[src/maf_pkg.sv]
// Package for the station address, group hash and PHY management block.
// Assumes a 32-bit AHB-Lite register bus and one MAC clock domain.
package maf_pkg;
  // Register byte offsets.
  localparam logic [11:0] ADDR_STA_HIGH  = 12'h0104;
  localparam logic [11:0] ADDR_STA_LOW   = 12'h0108;
  localparam logic [11:0] ADDR_HASH_HIGH = 12'h010c;
  localparam logic [11:0] ADDR_HASH_LOW  = 12'h0110;
  localparam logic [11:0] ADDR_PHY_CTRL  = 12'h0114;
  localparam logic [11:0] ADDR_PHY_VALUE = 12'h0118;
  localparam logic [11:0] ADDR_FILT_CTRL = 12'h0100;
  // Reset values.
  localparam logic [15:0] RST_STA_HIGH   = 16'hffff;
  localparam logic [31:0] RST_STA_LOW    = 32'hffff_ffff;
  localparam logic [31:0] RST_HASH       = 32'h0000_0000;
  localparam logic [15:0] RST_PHY_VALUE  = 16'h0000;
  localparam logic [4:0]  RST_PHY_ADDR   = 5'h00;
  localparam logic [4:0]  RST_PHY_INDEX  = 5'h00;
  // Management control field positions.
  localparam int          PHY_ADDR_LSB   = 11;
  localparam int          PHY_INDEX_LSB  = 6;
  localparam int          PHY_WRITE_BIT  = 1;
  localparam int          PHY_BUSY_BIT   = 0;
  // Filter control field positions.
  localparam int          PASS_GROUP_BIT = 0;
  localparam int          PROTECT_BIT    = 1;
  // PHY access cycle count, not used; the PHY model's access time is set by its delay_i input.
  localparam int          PHY_ACCESS_CYC = 4;
  // AHB transfer type.
  localparam logic [1:0]  HTRANS_NONSEQ  = 2'b10;
  // Management engine states.
  typedef enum logic [1:0] {
    MAF_IDLE = 2'b00,
    MAF_BUSY = 2'b01,
    MAF_DONE = 2'b11
  } maf_mgmt_state_t;
endpackage

[src/maf_hash_check.sv]
// Group address filter: hash lookup and station address match for one destination address.
// Assumes the receive path presents a stable address and hash index with a strobe.
`timescale 1ns/1ps
module maf_hash_check (
  // Clock and reset.
  input  wire logic        clk_sys_i,
  input  wire logic        rst_n_i,
  // Frame address.
  input  wire logic        chk_valid_i,
  input  wire logic [47:0] dest_addr_i,
  input  wire logic [5:0]  hash_index_i,
  // Settings.
  input  wire logic [31:0] hash_high_i,
  input  wire logic [31:0] hash_low_i,
  input  wire logic [47:0] station_addr_i,
  input  wire logic        pass_all_group_frames_i,
  // Verdict.
  output logic             verdict_valid_o,
  output logic             accept_o,
  output logic             station_match_o
);
  // Bit 0 of the first received octet marks a group address.
  wire       is_group   = dest_addr_i[0];
  // Top index bit picks the word, the rest pick the bit.
  wire       hash_bit   = hash_index_i[5] ? hash_high_i[hash_index_i[4:0]]
                                          : hash_low_i[hash_index_i[4:0]];
  wire       group_ok   = pass_all_group_frames_i | hash_bit;
  // Station address octets compare in reception order, octet n at bits 8n+7:8n.
  wire [5:0] octet_eq;
  genvar g;
  generate
    for (g = 0; g < 6; g++) begin : g_oct
      assign octet_eq[g] = dest_addr_i[8*g +: 8] == station_addr_i[8*g +: 8];
    end
  endgenerate
  wire       sta_hit    = &octet_eq;
  wire       nxt_accept = is_group ? group_ok : sta_hit;

  // Registers the verdict one cycle after the strobe.
  always_ff @(posedge clk_sys_i or negedge rst_n_i) begin
    if (!rst_n_i) begin
      verdict_valid_o <= 1'b0;
      accept_o        <= 1'b0;
      station_match_o <= 1'b0;
    end else begin
      verdict_valid_o <= chk_valid_i;
      accept_o        <= chk_valid_i & nxt_accept;
      station_match_o <= chk_valid_i & sta_hit;
    end
  end
endmodule

[src/maf_mgmt_engine.sv]
// PHY management access engine: runs one register read or write on the PHY port.
// Assumes the PHY port answers with a done pulse within a bounded time.
`timescale 1ns/1ps
module maf_mgmt_engine (
  // Clock and reset.
  input  wire logic        clk_sys_i,
  input  wire logic        rst_n_i,
  // Start and completion.
  input  wire logic        start_i,
  output logic             busy_o,
  output logic             done_o,
  // PHY register port.
  output logic             phy_req_o,
  input  wire logic        phy_ack_i
);
  maf_pkg::maf_mgmt_state_t state_ff, nxt_state;

  // Next state: idle, wait for acknowledge, one cycle done.
  always_comb begin
    nxt_state = state_ff;
    unique case (state_ff)
      maf_pkg::MAF_IDLE: if (start_i) nxt_state = maf_pkg::MAF_BUSY;
      maf_pkg::MAF_BUSY: if (phy_ack_i) nxt_state = maf_pkg::MAF_DONE;
      maf_pkg::MAF_DONE: nxt_state = maf_pkg::MAF_IDLE;
      default:           nxt_state = maf_pkg::MAF_IDLE;
    endcase
  end

  // State register.
  always_ff @(posedge clk_sys_i or negedge rst_n_i) begin
    if (!rst_n_i) state_ff <= maf_pkg::MAF_IDLE;
    else          state_ff <= nxt_state;
  end

  assign busy_o    = state_ff == maf_pkg::MAF_BUSY;
  assign phy_req_o = busy_o;
  assign done_o    = state_ff == maf_pkg::MAF_DONE;
endmodule

[src/maf_top.sv]
// Station address, group hash table and PHY management registers on AHB-Lite.
// Assumes one MAC clock, an internal PHY register port with a request and acknowledge,
// and a receive path that strobes each destination address with its hash index.
//
// Design decision made here: the AHB-Lite register port.
`timescale 1ns/1ps
module maf_top (
  // Clock and reset.
  input  wire logic        clk_sys_i,
  input  wire logic        rst_n_i,
  // AHB-Lite slave.
  input  wire logic        hsel_i,
  input  wire logic [31:0] haddr_i,
  input  wire logic [1:0]  htrans_i,
  input  wire logic        hwrite_i,
  input  wire logic [2:0]  hsize_i,
  input  wire logic [31:0] hwdata_i,
  input  wire logic        hready_i,
  output logic      [31:0] hrdata_o,
  output logic             hreadyout_o,
  output logic             hresp_o,
  // Receive path address check.
  input  wire logic        chk_valid_i,
  input  wire logic [47:0] dest_addr_i,
  input  wire logic [5:0]  hash_index_i,
  output logic             verdict_valid_o,
  output logic             accept_o,
  output logic             station_match_o,
  // Internal PHY register port.
  output logic             phy_req_o,
  output logic             phy_write_o,
  output logic      [4:0]  phy_addr_o,
  output logic      [4:0]  phy_reg_index_o,
  output logic      [15:0] phy_wdata_o,
  input  wire logic        phy_ack_i,
  input  wire logic [15:0] phy_rdata_i
);
  // Address phase capture.
  logic        wr_pend_ff;
  logic [11:0] wr_addr_ff;
  logic [31:0] rdata_ff;
  // Registers.
  logic [15:0] station_address_high_ff;
  logic [31:0] station_address_low_ff;
  logic [31:0] group_hash_high_ff;
  logic [31:0] group_hash_low_ff;
  logic [4:0]  phy_addr_ff;
  logic [4:0]  phy_reg_index_ff;
  logic        phy_write_select_ff;
  logic [15:0] phy_value_ff;
  logic        pass_all_group_frames_ff;
  logic        protect_ff;
  logic        protect_valid_ff = 1'b0; // Power-up value; no reset reaches this flip-flop.
  logic        phy_req_ff;
  // Engine wires.
  logic        eng_busy;
  logic        eng_done;
  logic        eng_req;

  // Address decode for the address phase and the pending write.
  wire         addr_ph    = hsel_i & hready_i & htrans_i[1];
  wire [11:0]  a_off      = haddr_i[11:0];
  wire         wr_now     = wr_pend_ff;
  wire         wr_sta_h   = wr_now && wr_addr_ff == maf_pkg::ADDR_STA_HIGH;
  wire         wr_sta_l   = wr_now && wr_addr_ff == maf_pkg::ADDR_STA_LOW;
  wire         wr_hash_h  = wr_now && wr_addr_ff == maf_pkg::ADDR_HASH_HIGH;
  wire         wr_hash_l  = wr_now && wr_addr_ff == maf_pkg::ADDR_HASH_LOW;
  wire         wr_ctrl    = wr_now && wr_addr_ff == maf_pkg::ADDR_PHY_CTRL;
  wire         wr_value   = wr_now && wr_addr_ff == maf_pkg::ADDR_PHY_VALUE;
  wire         wr_filt    = wr_now && wr_addr_ff == maf_pkg::ADDR_FILT_CTRL;
  // Control and data writes are ignored while an access runs.
  wire         mgmt_open  = ~eng_busy;
  wire         start_acc  = wr_ctrl & mgmt_open & hwdata_i[maf_pkg::PHY_BUSY_BIT];

  // Read image of the control register, busy bit from the engine.
  wire [31:0]  ctrl_img   = {16'h0000, phy_addr_ff, phy_reg_index_ff, 4'h0, phy_write_select_ff, eng_busy};

  // Read data multiplexer, unmapped addresses read zero.
  wire [31:0]  rd_mux     =
    (a_off == maf_pkg::ADDR_STA_HIGH)  ? {16'h0000, station_address_high_ff} :
    (a_off == maf_pkg::ADDR_STA_LOW)   ? station_address_low_ff :
    (a_off == maf_pkg::ADDR_HASH_HIGH) ? group_hash_high_ff :
    (a_off == maf_pkg::ADDR_HASH_LOW)  ? group_hash_low_ff :
    (a_off == maf_pkg::ADDR_PHY_CTRL)  ? ctrl_img :
    (a_off == maf_pkg::ADDR_PHY_VALUE) ? {16'h0000, phy_value_ff} :
    (a_off == maf_pkg::ADDR_FILT_CTRL) ? {30'h0000_0000, protect_ff, pass_all_group_frames_ff} :
                                         32'h0000_0000;

  // Bus phase tracking; the slave is always ready with an OKAY answer.
  always_ff @(posedge clk_sys_i or negedge rst_n_i) begin
    if (!rst_n_i) begin
      wr_pend_ff <= 1'b0;
      wr_addr_ff <= 12'h000;
      rdata_ff   <= 32'h0000_0000;
    end else begin
      wr_pend_ff <= addr_ph & hwrite_i;
      if (addr_ph) wr_addr_ff <= a_off;
      if (addr_ph && !hwrite_i) rdata_ff <= rd_mux;
    end
  end

  assign hrdata_o    = rdata_ff;
  assign hreadyout_o = 1'b1;
  assign hresp_o     = 1'b0;

  // Ordinary registers, loaded with their reset values by every reset.
  always_ff @(posedge clk_sys_i or negedge rst_n_i) begin
    if (!rst_n_i) begin
      station_address_high_ff  <= maf_pkg::RST_STA_HIGH;
      group_hash_high_ff       <= maf_pkg::RST_HASH;
      group_hash_low_ff        <= maf_pkg::RST_HASH;
      pass_all_group_frames_ff <= 1'b0;
    end else begin
      if (wr_sta_h)  station_address_high_ff <= hwdata_i[15:0];
      if (wr_hash_h) group_hash_high_ff      <= hwdata_i;
      if (wr_hash_l) group_hash_low_ff       <= hwdata_i;
      if (wr_filt)   pass_all_group_frames_ff <= hwdata_i[maf_pkg::PASS_GROUP_BIT];
    end
  end

  // Protected lower address: its flip-flops have no reset and load the reset
  // value on reset only while protection is not armed.
  always_ff @(posedge clk_sys_i) begin
    if (!protect_valid_ff || !protect_ff) begin
      if (!rst_n_i) station_address_low_ff <= maf_pkg::RST_STA_LOW;
      else if (wr_sta_l) station_address_low_ff <= hwdata_i;
      else if (!protect_valid_ff) station_address_low_ff <= maf_pkg::RST_STA_LOW;
    end else if (rst_n_i && wr_sta_l) begin
      station_address_low_ff <= hwdata_i;
    end
  end

  // Protection enable, itself kept across resets once armed.
  always_ff @(posedge clk_sys_i) begin
    if (!protect_valid_ff) begin
      protect_valid_ff <= 1'b1;
      protect_ff       <= 1'b0;
    end else if (rst_n_i && wr_filt) begin
      protect_ff       <= hwdata_i[maf_pkg::PROTECT_BIT];
    end
  end

  // Management control and data registers.
  always_ff @(posedge clk_sys_i or negedge rst_n_i) begin
    if (!rst_n_i) begin
      phy_addr_ff         <= maf_pkg::RST_PHY_ADDR;
      phy_reg_index_ff    <= maf_pkg::RST_PHY_INDEX;
      phy_write_select_ff <= 1'b0;
      phy_value_ff        <= maf_pkg::RST_PHY_VALUE;
    end else begin
      if (wr_ctrl && mgmt_open) begin
        phy_addr_ff         <= hwdata_i[maf_pkg::PHY_ADDR_LSB +: 5];
        phy_reg_index_ff    <= hwdata_i[maf_pkg::PHY_INDEX_LSB +: 5];
        phy_write_select_ff <= hwdata_i[maf_pkg::PHY_WRITE_BIT];
      end
      if (wr_value && mgmt_open) phy_value_ff <= hwdata_i[15:0];
      else if (eng_busy && phy_ack_i && !phy_write_select_ff) phy_value_ff <= phy_rdata_i;
    end
  end

  // PHY port outputs, all from flip-flops.
  always_ff @(posedge clk_sys_i or negedge rst_n_i) begin
    if (!rst_n_i) begin
      phy_req_ff <= 1'b0;
    end else begin
      phy_req_ff <= eng_req & ~phy_ack_i;
    end
  end

  assign phy_req_o       = phy_req_ff;
  assign phy_write_o     = phy_write_select_ff;
  assign phy_addr_o      = phy_addr_ff;
  assign phy_reg_index_o = phy_reg_index_ff;
  assign phy_wdata_o     = phy_value_ff;

  // Access sequencing.
  maf_mgmt_engine u_engine (
    .clk_sys_i (clk_sys_i),
    .rst_n_i   (rst_n_i),
    .start_i   (start_acc),
    .busy_o    (eng_busy),
    .done_o    (eng_done),
    .phy_req_o (eng_req),
    .phy_ack_i (phy_ack_i)
  );

  // Receive address filter.
  maf_hash_check u_check (
    .clk_sys_i               (clk_sys_i),
    .rst_n_i                 (rst_n_i),
    .chk_valid_i             (chk_valid_i),
    .dest_addr_i             (dest_addr_i),
    .hash_index_i            (hash_index_i),
    .hash_high_i             (group_hash_high_ff),
    .hash_low_i              (group_hash_low_ff),
    .station_addr_i          ({station_address_high_ff, station_address_low_ff}),
    .pass_all_group_frames_i (pass_all_group_frames_ff),
    .verdict_valid_o         (verdict_valid_o),
    .accept_o                (accept_o),
    .station_match_o         (station_match_o)
  );
endmodule

[config.mk]
export PLATFORM = sky130hd
export DESIGN_NAME = maf_top
export DESIGN_NICKNAME = d
export VERILOG_FILES = /design/src/maf_pkg.sv /design/src/maf_hash_check.sv /design/src/maf_mgmt_engine.sv /design/src/maf_top.sv
export SDC_FILE = /design/constraint.sdc
export NUM_CORES = 1
export LEC_CHECK = 0
export BUFFER_PORTS_ARGS = -buffer_cell sky130_fd_sc_hd__buf_2
export CORE_ASPECT_RATIO = 2
export CORE_UTILIZATION = 25
export CTS_CLUSTER_SIZE = 16
export DETAILED_ROUTE_END_ITERATION = 10
export GPL_ROUTABILITY_DRIVEN = 0
export GPL_TIMING_DRIVEN = 1
export SLEW_MARGIN = 30
export SYNTH_ARGS = -nofsm -noshare
export SYNTH_HDL_FRONTEND = slang
export SYNTH_SLANG_ARGS = --single-unit
export TNS_END_PERCENT = 1
[constraint.sdc]
create_clock -name clk_sys_i -period 4.2 [get_ports clk_sys_i]
set_input_delay 0.84 -clock clk_sys_i [delete_from_list [all_inputs] [get_ports clk_sys_i]]
set_output_delay 0.84 -clock clk_sys_i [all_outputs]
set_load 0.05 [all_outputs]
==> results.cfg, run 1 <==
[outcome]
outcome = finished clean

[worst_setup_path]
worstSetupStartpointType = flip-flop
worstSetupPathType = reg2reg
rrSetupSlack_ns = 1.55
r2r_start = wr_addr_ff[9]
r2r_cells = 5
r2r-end = station_address_high_ff[9]
cp_max_fo = 16
crit_arrival_ns = 3.03
critPathLaunch = wr_addr_ff[9]
end_kind = flip-flop
required_ns = 4.58

[yosys]
synth.top_cell.area_share_pct = 37.8
syn_inst = 790
yosysUniqueCellTypes = 53
synthTopCellsByArea = dfrtp_1 (38%), mux2_2 (13%), edfxtp_1 (10%)
synthArstFlopShare_pct = 82.8
syn_nets = 936
synth_seq_cells = 192
synth.avg_cell_area_sq_um = 12.0
ys.flop_type = dfrtp_1
synth_area_sq_mm = 0.00947
yosys.area.top_type = dfrtp_1
yosys_warnings = 0
synth-edff-count = 33
yosysSeqAreaShare_pct = 52.7

[route]
avgRoutedWirePerCell_microns = 23.2
drt_iter0_markers = 335
highest_layer = met5
dr_total_vias = 7071
drt_wl_total_microns = 33300
met1_length_microns = 11700
route.met3.wl_microns = 1180
wl_met2_microns = 18700
drc = 0
via_per_inst = 4.93
firstDrtPassIters = 5
ant_nets = 0

[place]
portBuffers = 184
dp_slack_ns = 1.13
hpwlAfterDp_microns = 25400
dp_cells = 1401

[final_layout]
final-seq-area_sq_mm = 0.00499
n_fill_cell = 3856
layout-drive-gt1-share_pct = 41.2
mostFrequentLayoutCells = buf_2 (183), dfrtp_1 (143), mux2_2 (107), a21oi_1 (49), xnor2_1 (48)
stdcell_count = 1434
final_common_cell = buf_2
multiInputGateArea_sq_mm = 0.00425
area_growth_pct = 21.2
fin_nets = 1107

[clocking]
cts_sinks = 192
cts_hold_buf = 0
insertion_delay_ns = 0.45
cts_root_buf = clkbuf_16
path_clk_slew_ns = 0.07
postCtsSetupBuffers = 0
cts_tree = done
post_cts_resized = 0
ctsLongestPathBuffers = 2
htreeDepth = 4
numCtsBuffers = 17

[sta]
rsz0062_at_grt = false
fin_ws_ns = 1.55
tightest_slew_ns = 0.980
setup_tns_ns = 0
clock_skew_ns = 0.0115
maxSlewViolCount = 0
max_freq_ghz = 0.378
slew_headroom_pct = 34.6
hold_viol_final = 0
setup_violations = 0
fin_crit_ns = 2.65
hold_ws_ns = 0.359
fin_crit_sh_pct = 63.0

[floorplan]
die_x_microns = 140
die_area_sq_mm = 0.0387
core-area_sq_mm = 0.0373
placementRows = 100
start_util_pct = 25.4
ios = 211
die_h_microns = 277

[worst_hold_path]
hp-class = in2async

[global_route]
grt_usage_pct = 17.6
grt_pass1_wl_microns = 48700
globalRoute.totalOverflow = 0
grt_max_degree = 63
grt_pass1_vias = 7488
antenna_found_initial = 2

[power]
p_leak_nw = 5.06
powerDensity_mw_per_mm2 = 357
peakVddDrop_v = 0.000292
power_mw = 4.10

[flow_run]
cap_viol_max_count = 0
where the power goes:
part           switching, mW  internal [mW]  leakage, nW
Sequential            0.0643           1.97         2.25
Clock                  0.790          0.817        0.281
Combinational          0.269          0.193         2.52
Total                   1.12           2.98         5.06
state kept, by name, indices dropped and copies added, names as in the netlist, 2 cells and up:
register,cells
phy_addr_o,5
u_engine.state_ff,2
group_hash_low_ff,32
group_hash_high_ff,32
wr_addr_ff,12
station_address_low_ff,32
phy_reg_index_o,5
hrdata_o,32
station_address_high_ff,16
phy_wdata_o,16
logic make-up after synthesis:
kind of cell | share of synthesized area, %
buffers and inverters | 2.60
multiplexers | 20.1
AO/OA/AOI/OAI | 11.1
flip-flops | 52.7
XOR/XNOR | 4.44
AND/OR/NAND/NOR | 9.03
other | 0.0793
per-stage QoR:
step | cell area, sq um | util (%)
global placement | 10900 | 29.2
floorplan | 9470 | -
finish | 11500 | 30.8
detailed placement | 10900 | 29.2
global route | 11500 | 30.8
CTS | 11500 | 30.8
Yosys cell counts, drive strengths merged (3+ instances only):
cell type	instances
dfrtp	143
mux2	111
a21oi	49
xnor2	48
nand2	46
o21ai	38
mux2i	34
nor2	34
edfxtp	33
or2	33
clkbuf	25
buf	24
a21o	17
a22o	16
dfstp	16
nand4	14
mux4	13
o22ai	12
a221oi	10
inv	8
o31ai	8
nand3	7
nand2b	6
nor4	5
a31oi	4
and3	4
nor3	4
a22oi	3
nand3b	3
nor2b	3
layer usage:
layer  up-vias  GRT usage, %
li1       3230             -
met1      3569          17.3
met2       210          34.1
met3        60          2.75
met4         2          10.5
met5         -             0
worst max-delay path by stage:
| stage | to | cells past startpoint |
|---|---|---|
| 2_1_floorplan | u_check.accept_o | 7 |
| 3_3_place_gp | hrdata_o[0] | 6 |
| 3_5_place_dp | hrdata_o[0] | 6 |
| 4_1_cts | station_address_high_ff[6] | 5 |
| 5_1_grt | hrdata_o[3] | 6 |
| 6_report | station_address_high_ff[9] | 5 |
layout make-up:
| class | instances | area share (%) |
|---|---|---|
| diodes | 1 | 0.0218 |
| clock buffers | 19 | 3.96 |
| clock inverters | 13 | 0.992 |
| inverters | 8 | 0.262 |
| multi-input cells | 541 | 37.1 |
| flip-flops and latches | 192 | 43.5 |
| well taps | 459 | 5.01 |
| repair buffers | 201 | 9.19 |
worst max-delay path, cell delays in order, from the launching register on:
cell and delay [ns]:
dfrtp_1 0.39, nor4b_1 0.33, and4b_1 0.34, and2b_1 0.24, and3_1 0.83, mux2_2 0.43
No activity file was read; power rests on OpenSTA's default activity.
==> run 2: changes to the inputs <==
Clock period 4.2 ns to 2.35 ns, I/O delays scaled along.
==> run 2 against run 1 <==
Utilization increased by 0.95 points. Cell count is 2.6% higher. Final area increased by 3.1%. Routed wire length rose by 1.1%. Sequential power is 79% higher. Register-to-register slack lost 1.4 ns. Largest cell class unchanged.
==> results.cfg, run 2 (synthesis results as in run 1) <==
[route]
ant_nets = 0
drt_iter0_markers = 399
drt_wl_total_microns = 33700
firstDrtPassIters = 5
avgRoutedWirePerCell_microns = 22.9
via_per_inst = 4.94
dr_total_vias = 7274
drc = 0

[final_layout]
area_growth_pct = 24.9
layout-drive-gt1-share_pct = 42.9
final-seq-area_sq_mm = 0.00499
multiInputGateArea_sq_mm = 0.00424
n_fill_cell = 3839
mostFrequentLayoutCells = buf_2 (183), dfrtp_1 (143), mux2_2 (107), a21oi_1 (49), xnor2_1 (48)
fin_util_pct = 31.7
fin_nets = 1144
final_common_cell = buf_2

[flow_run]
cap_viol_max_count = 0

[sta]
fin_crit_ns = 2.22
slew_headroom_pct = 51.2
clock_skew_ns = 0.0116
hold_ws_ns = 0.180
rsz0062_at_grt = false
setup_violations = 0
tightest_slew_ns = 0.732
maxSlewViolCount = 0
fin_crit_sh_pct = 94.3
hold_viol_final = 0
max_freq_ghz = 0.451

[place]
portBuffers = 184
hpwlAfterDp_microns = 26000

[global_route]
grt_usage_pct = 17.8
grt_max_degree = 83
antenna_found_initial = 1
grt_pass1_wl_microns = 49800
globalRoute.totalOverflow = 0
grt_pass1_vias = 7732

[clocking]
numCtsBuffers = 17
htreeDepth = 4
insertion_delay_ns = 0.45
post_cts_resized = 0
path_clk_slew_ns = 0.07
cts_root_buf = clkbuf_16
cts_tree = done
cts_sinks = 192
ctsLongestPathBuffers = 2

[worst_setup_path]
cp_max_fo = 9
crit_family = simple AND/OR/NAND/NOR gates
crit_path_cell_trace = nor4b_1 -> and4b_1 -> nand3_1 -> nor3_2 -> nor2_1 -> buf_4 -> a21o_1
slowest_stage = dfrtp_1
cp_slowest_stage_delay_ns = 0.39
end_kind = flip-flop
crit_arrival_ns = 2.55
critPathBufInv = 1
critPathLaunch = wr_addr_ff[9]
rrSetupSlack_ns = 0.13
r2r_start = wr_addr_ff[9]
required_ns = 2.69
worstSetupStartpointType = flip-flop
worstSetupPathType = reg2reg

[power]
power_mw = 7.37
peakVddDrop_v = 0.000509
powerDensity_mw_per_mm2 = 623
p_leak_nw = 5.25

[floorplan]
ios = 211
die_h_microns = 277
die_area_sq_mm = 0.0387
core-area_sq_mm = 0.0373
start_util_pct = 25.4
die_x_microns = 140
placementRows = 100

[worst_hold_path]
min_from = chk_valid_i
hp-class = in2reg

[outcome]
outcome = finished clean
run 2: cell types whose count changed in the layout (fill, tap and decap cells not counted), sizes merged:
cell / previous run / this run
buf: 201 / 237
bufinv: 0 / 1
clkbuf: 19 / 21
clkinv: 2 / 4
clkinvlp: 1 / 2
diode: 1 / 2
dlygate4sd3: 0 / 1
inv: 18 / 12
run 2: report_power, final:
| group | leakage (nW) | internal, mW | switching [mW] |
|---|---|---|---|
| Combinational | 2.73 | 0.380 | 0.482 |
| Sequential | 2.25 | 3.52 | 0.117 |
| Clock | 0.273 | 1.53 | 1.34 |
run 2: path summary, 6_finish.rpt:
path | end | cells past startpoint
setup / recovery | phy_wdata_o[14] | 7
hold / removal | u_check.verdict_valid_o | 1
setup reg to reg | phy_wdata_o[14] | 7
hold reg to reg | u_engine.state_ff[0] | 1
max in group asynchronous | group_hash_high_ff[23] | 3
min in group asynchronous | wr_addr_ff[5] | 2
run 2: area by class of cell:
class / instances / area share, %
Sequential cell: 192 / 42.2
Multi-Input combinational cell: 541 / 35.8
Timing Repair Buffer: 238 / 12.0
Tap cell: 459 / 4.86
Clock buffer: 21 / 3.89
Clock inverter: 11 / 0.899
Inverter: 8 / 0.254
Antenna cell: 2 / 0.0423
run 2: what timing repair did:
item,4_1_cts,5_1_grt
hold buffers,1,0
setup buffers,0,0
endpoints found under the hold margin,24,0
run 2: worst register-to-register path: cells and delay by family (launching register included):
kind | cells | cell delay, ns
AND/OR/NAND/NOR | 5 | 1.31
flip-flops | 1 | 0.39
buffers and inverters | 1 | 0.22
AO/OA/AOI/OAI | 1 | 0.20
run 2: metal layers:
layer  up-vias  share of wire, %  track usage [%]
met1      3667                36             17.7
met5         -                 0                0
met4         0               6.7             11.8
met3        75               3.7             3.04
met2       238                54             33.4
li1       3294                 -                -
run 2: stage by stage:
step | area [sq um] | cells | setup TNS, ns | setup slack, ns
after floorplan | 9470 | 790 | 0 | 0.217
after global placement | 11200 | 1437 | -0.0272 | -0.0272
after detailed placement | 11200 | 1437 | -0.0229 | -0.0229
after CTS | 11800 | 1470 | 0 | 0.101
after global routing | 11800 | 1471 | 0 | 0.0295
final | 11800 | 1472 | 0 | 0.134
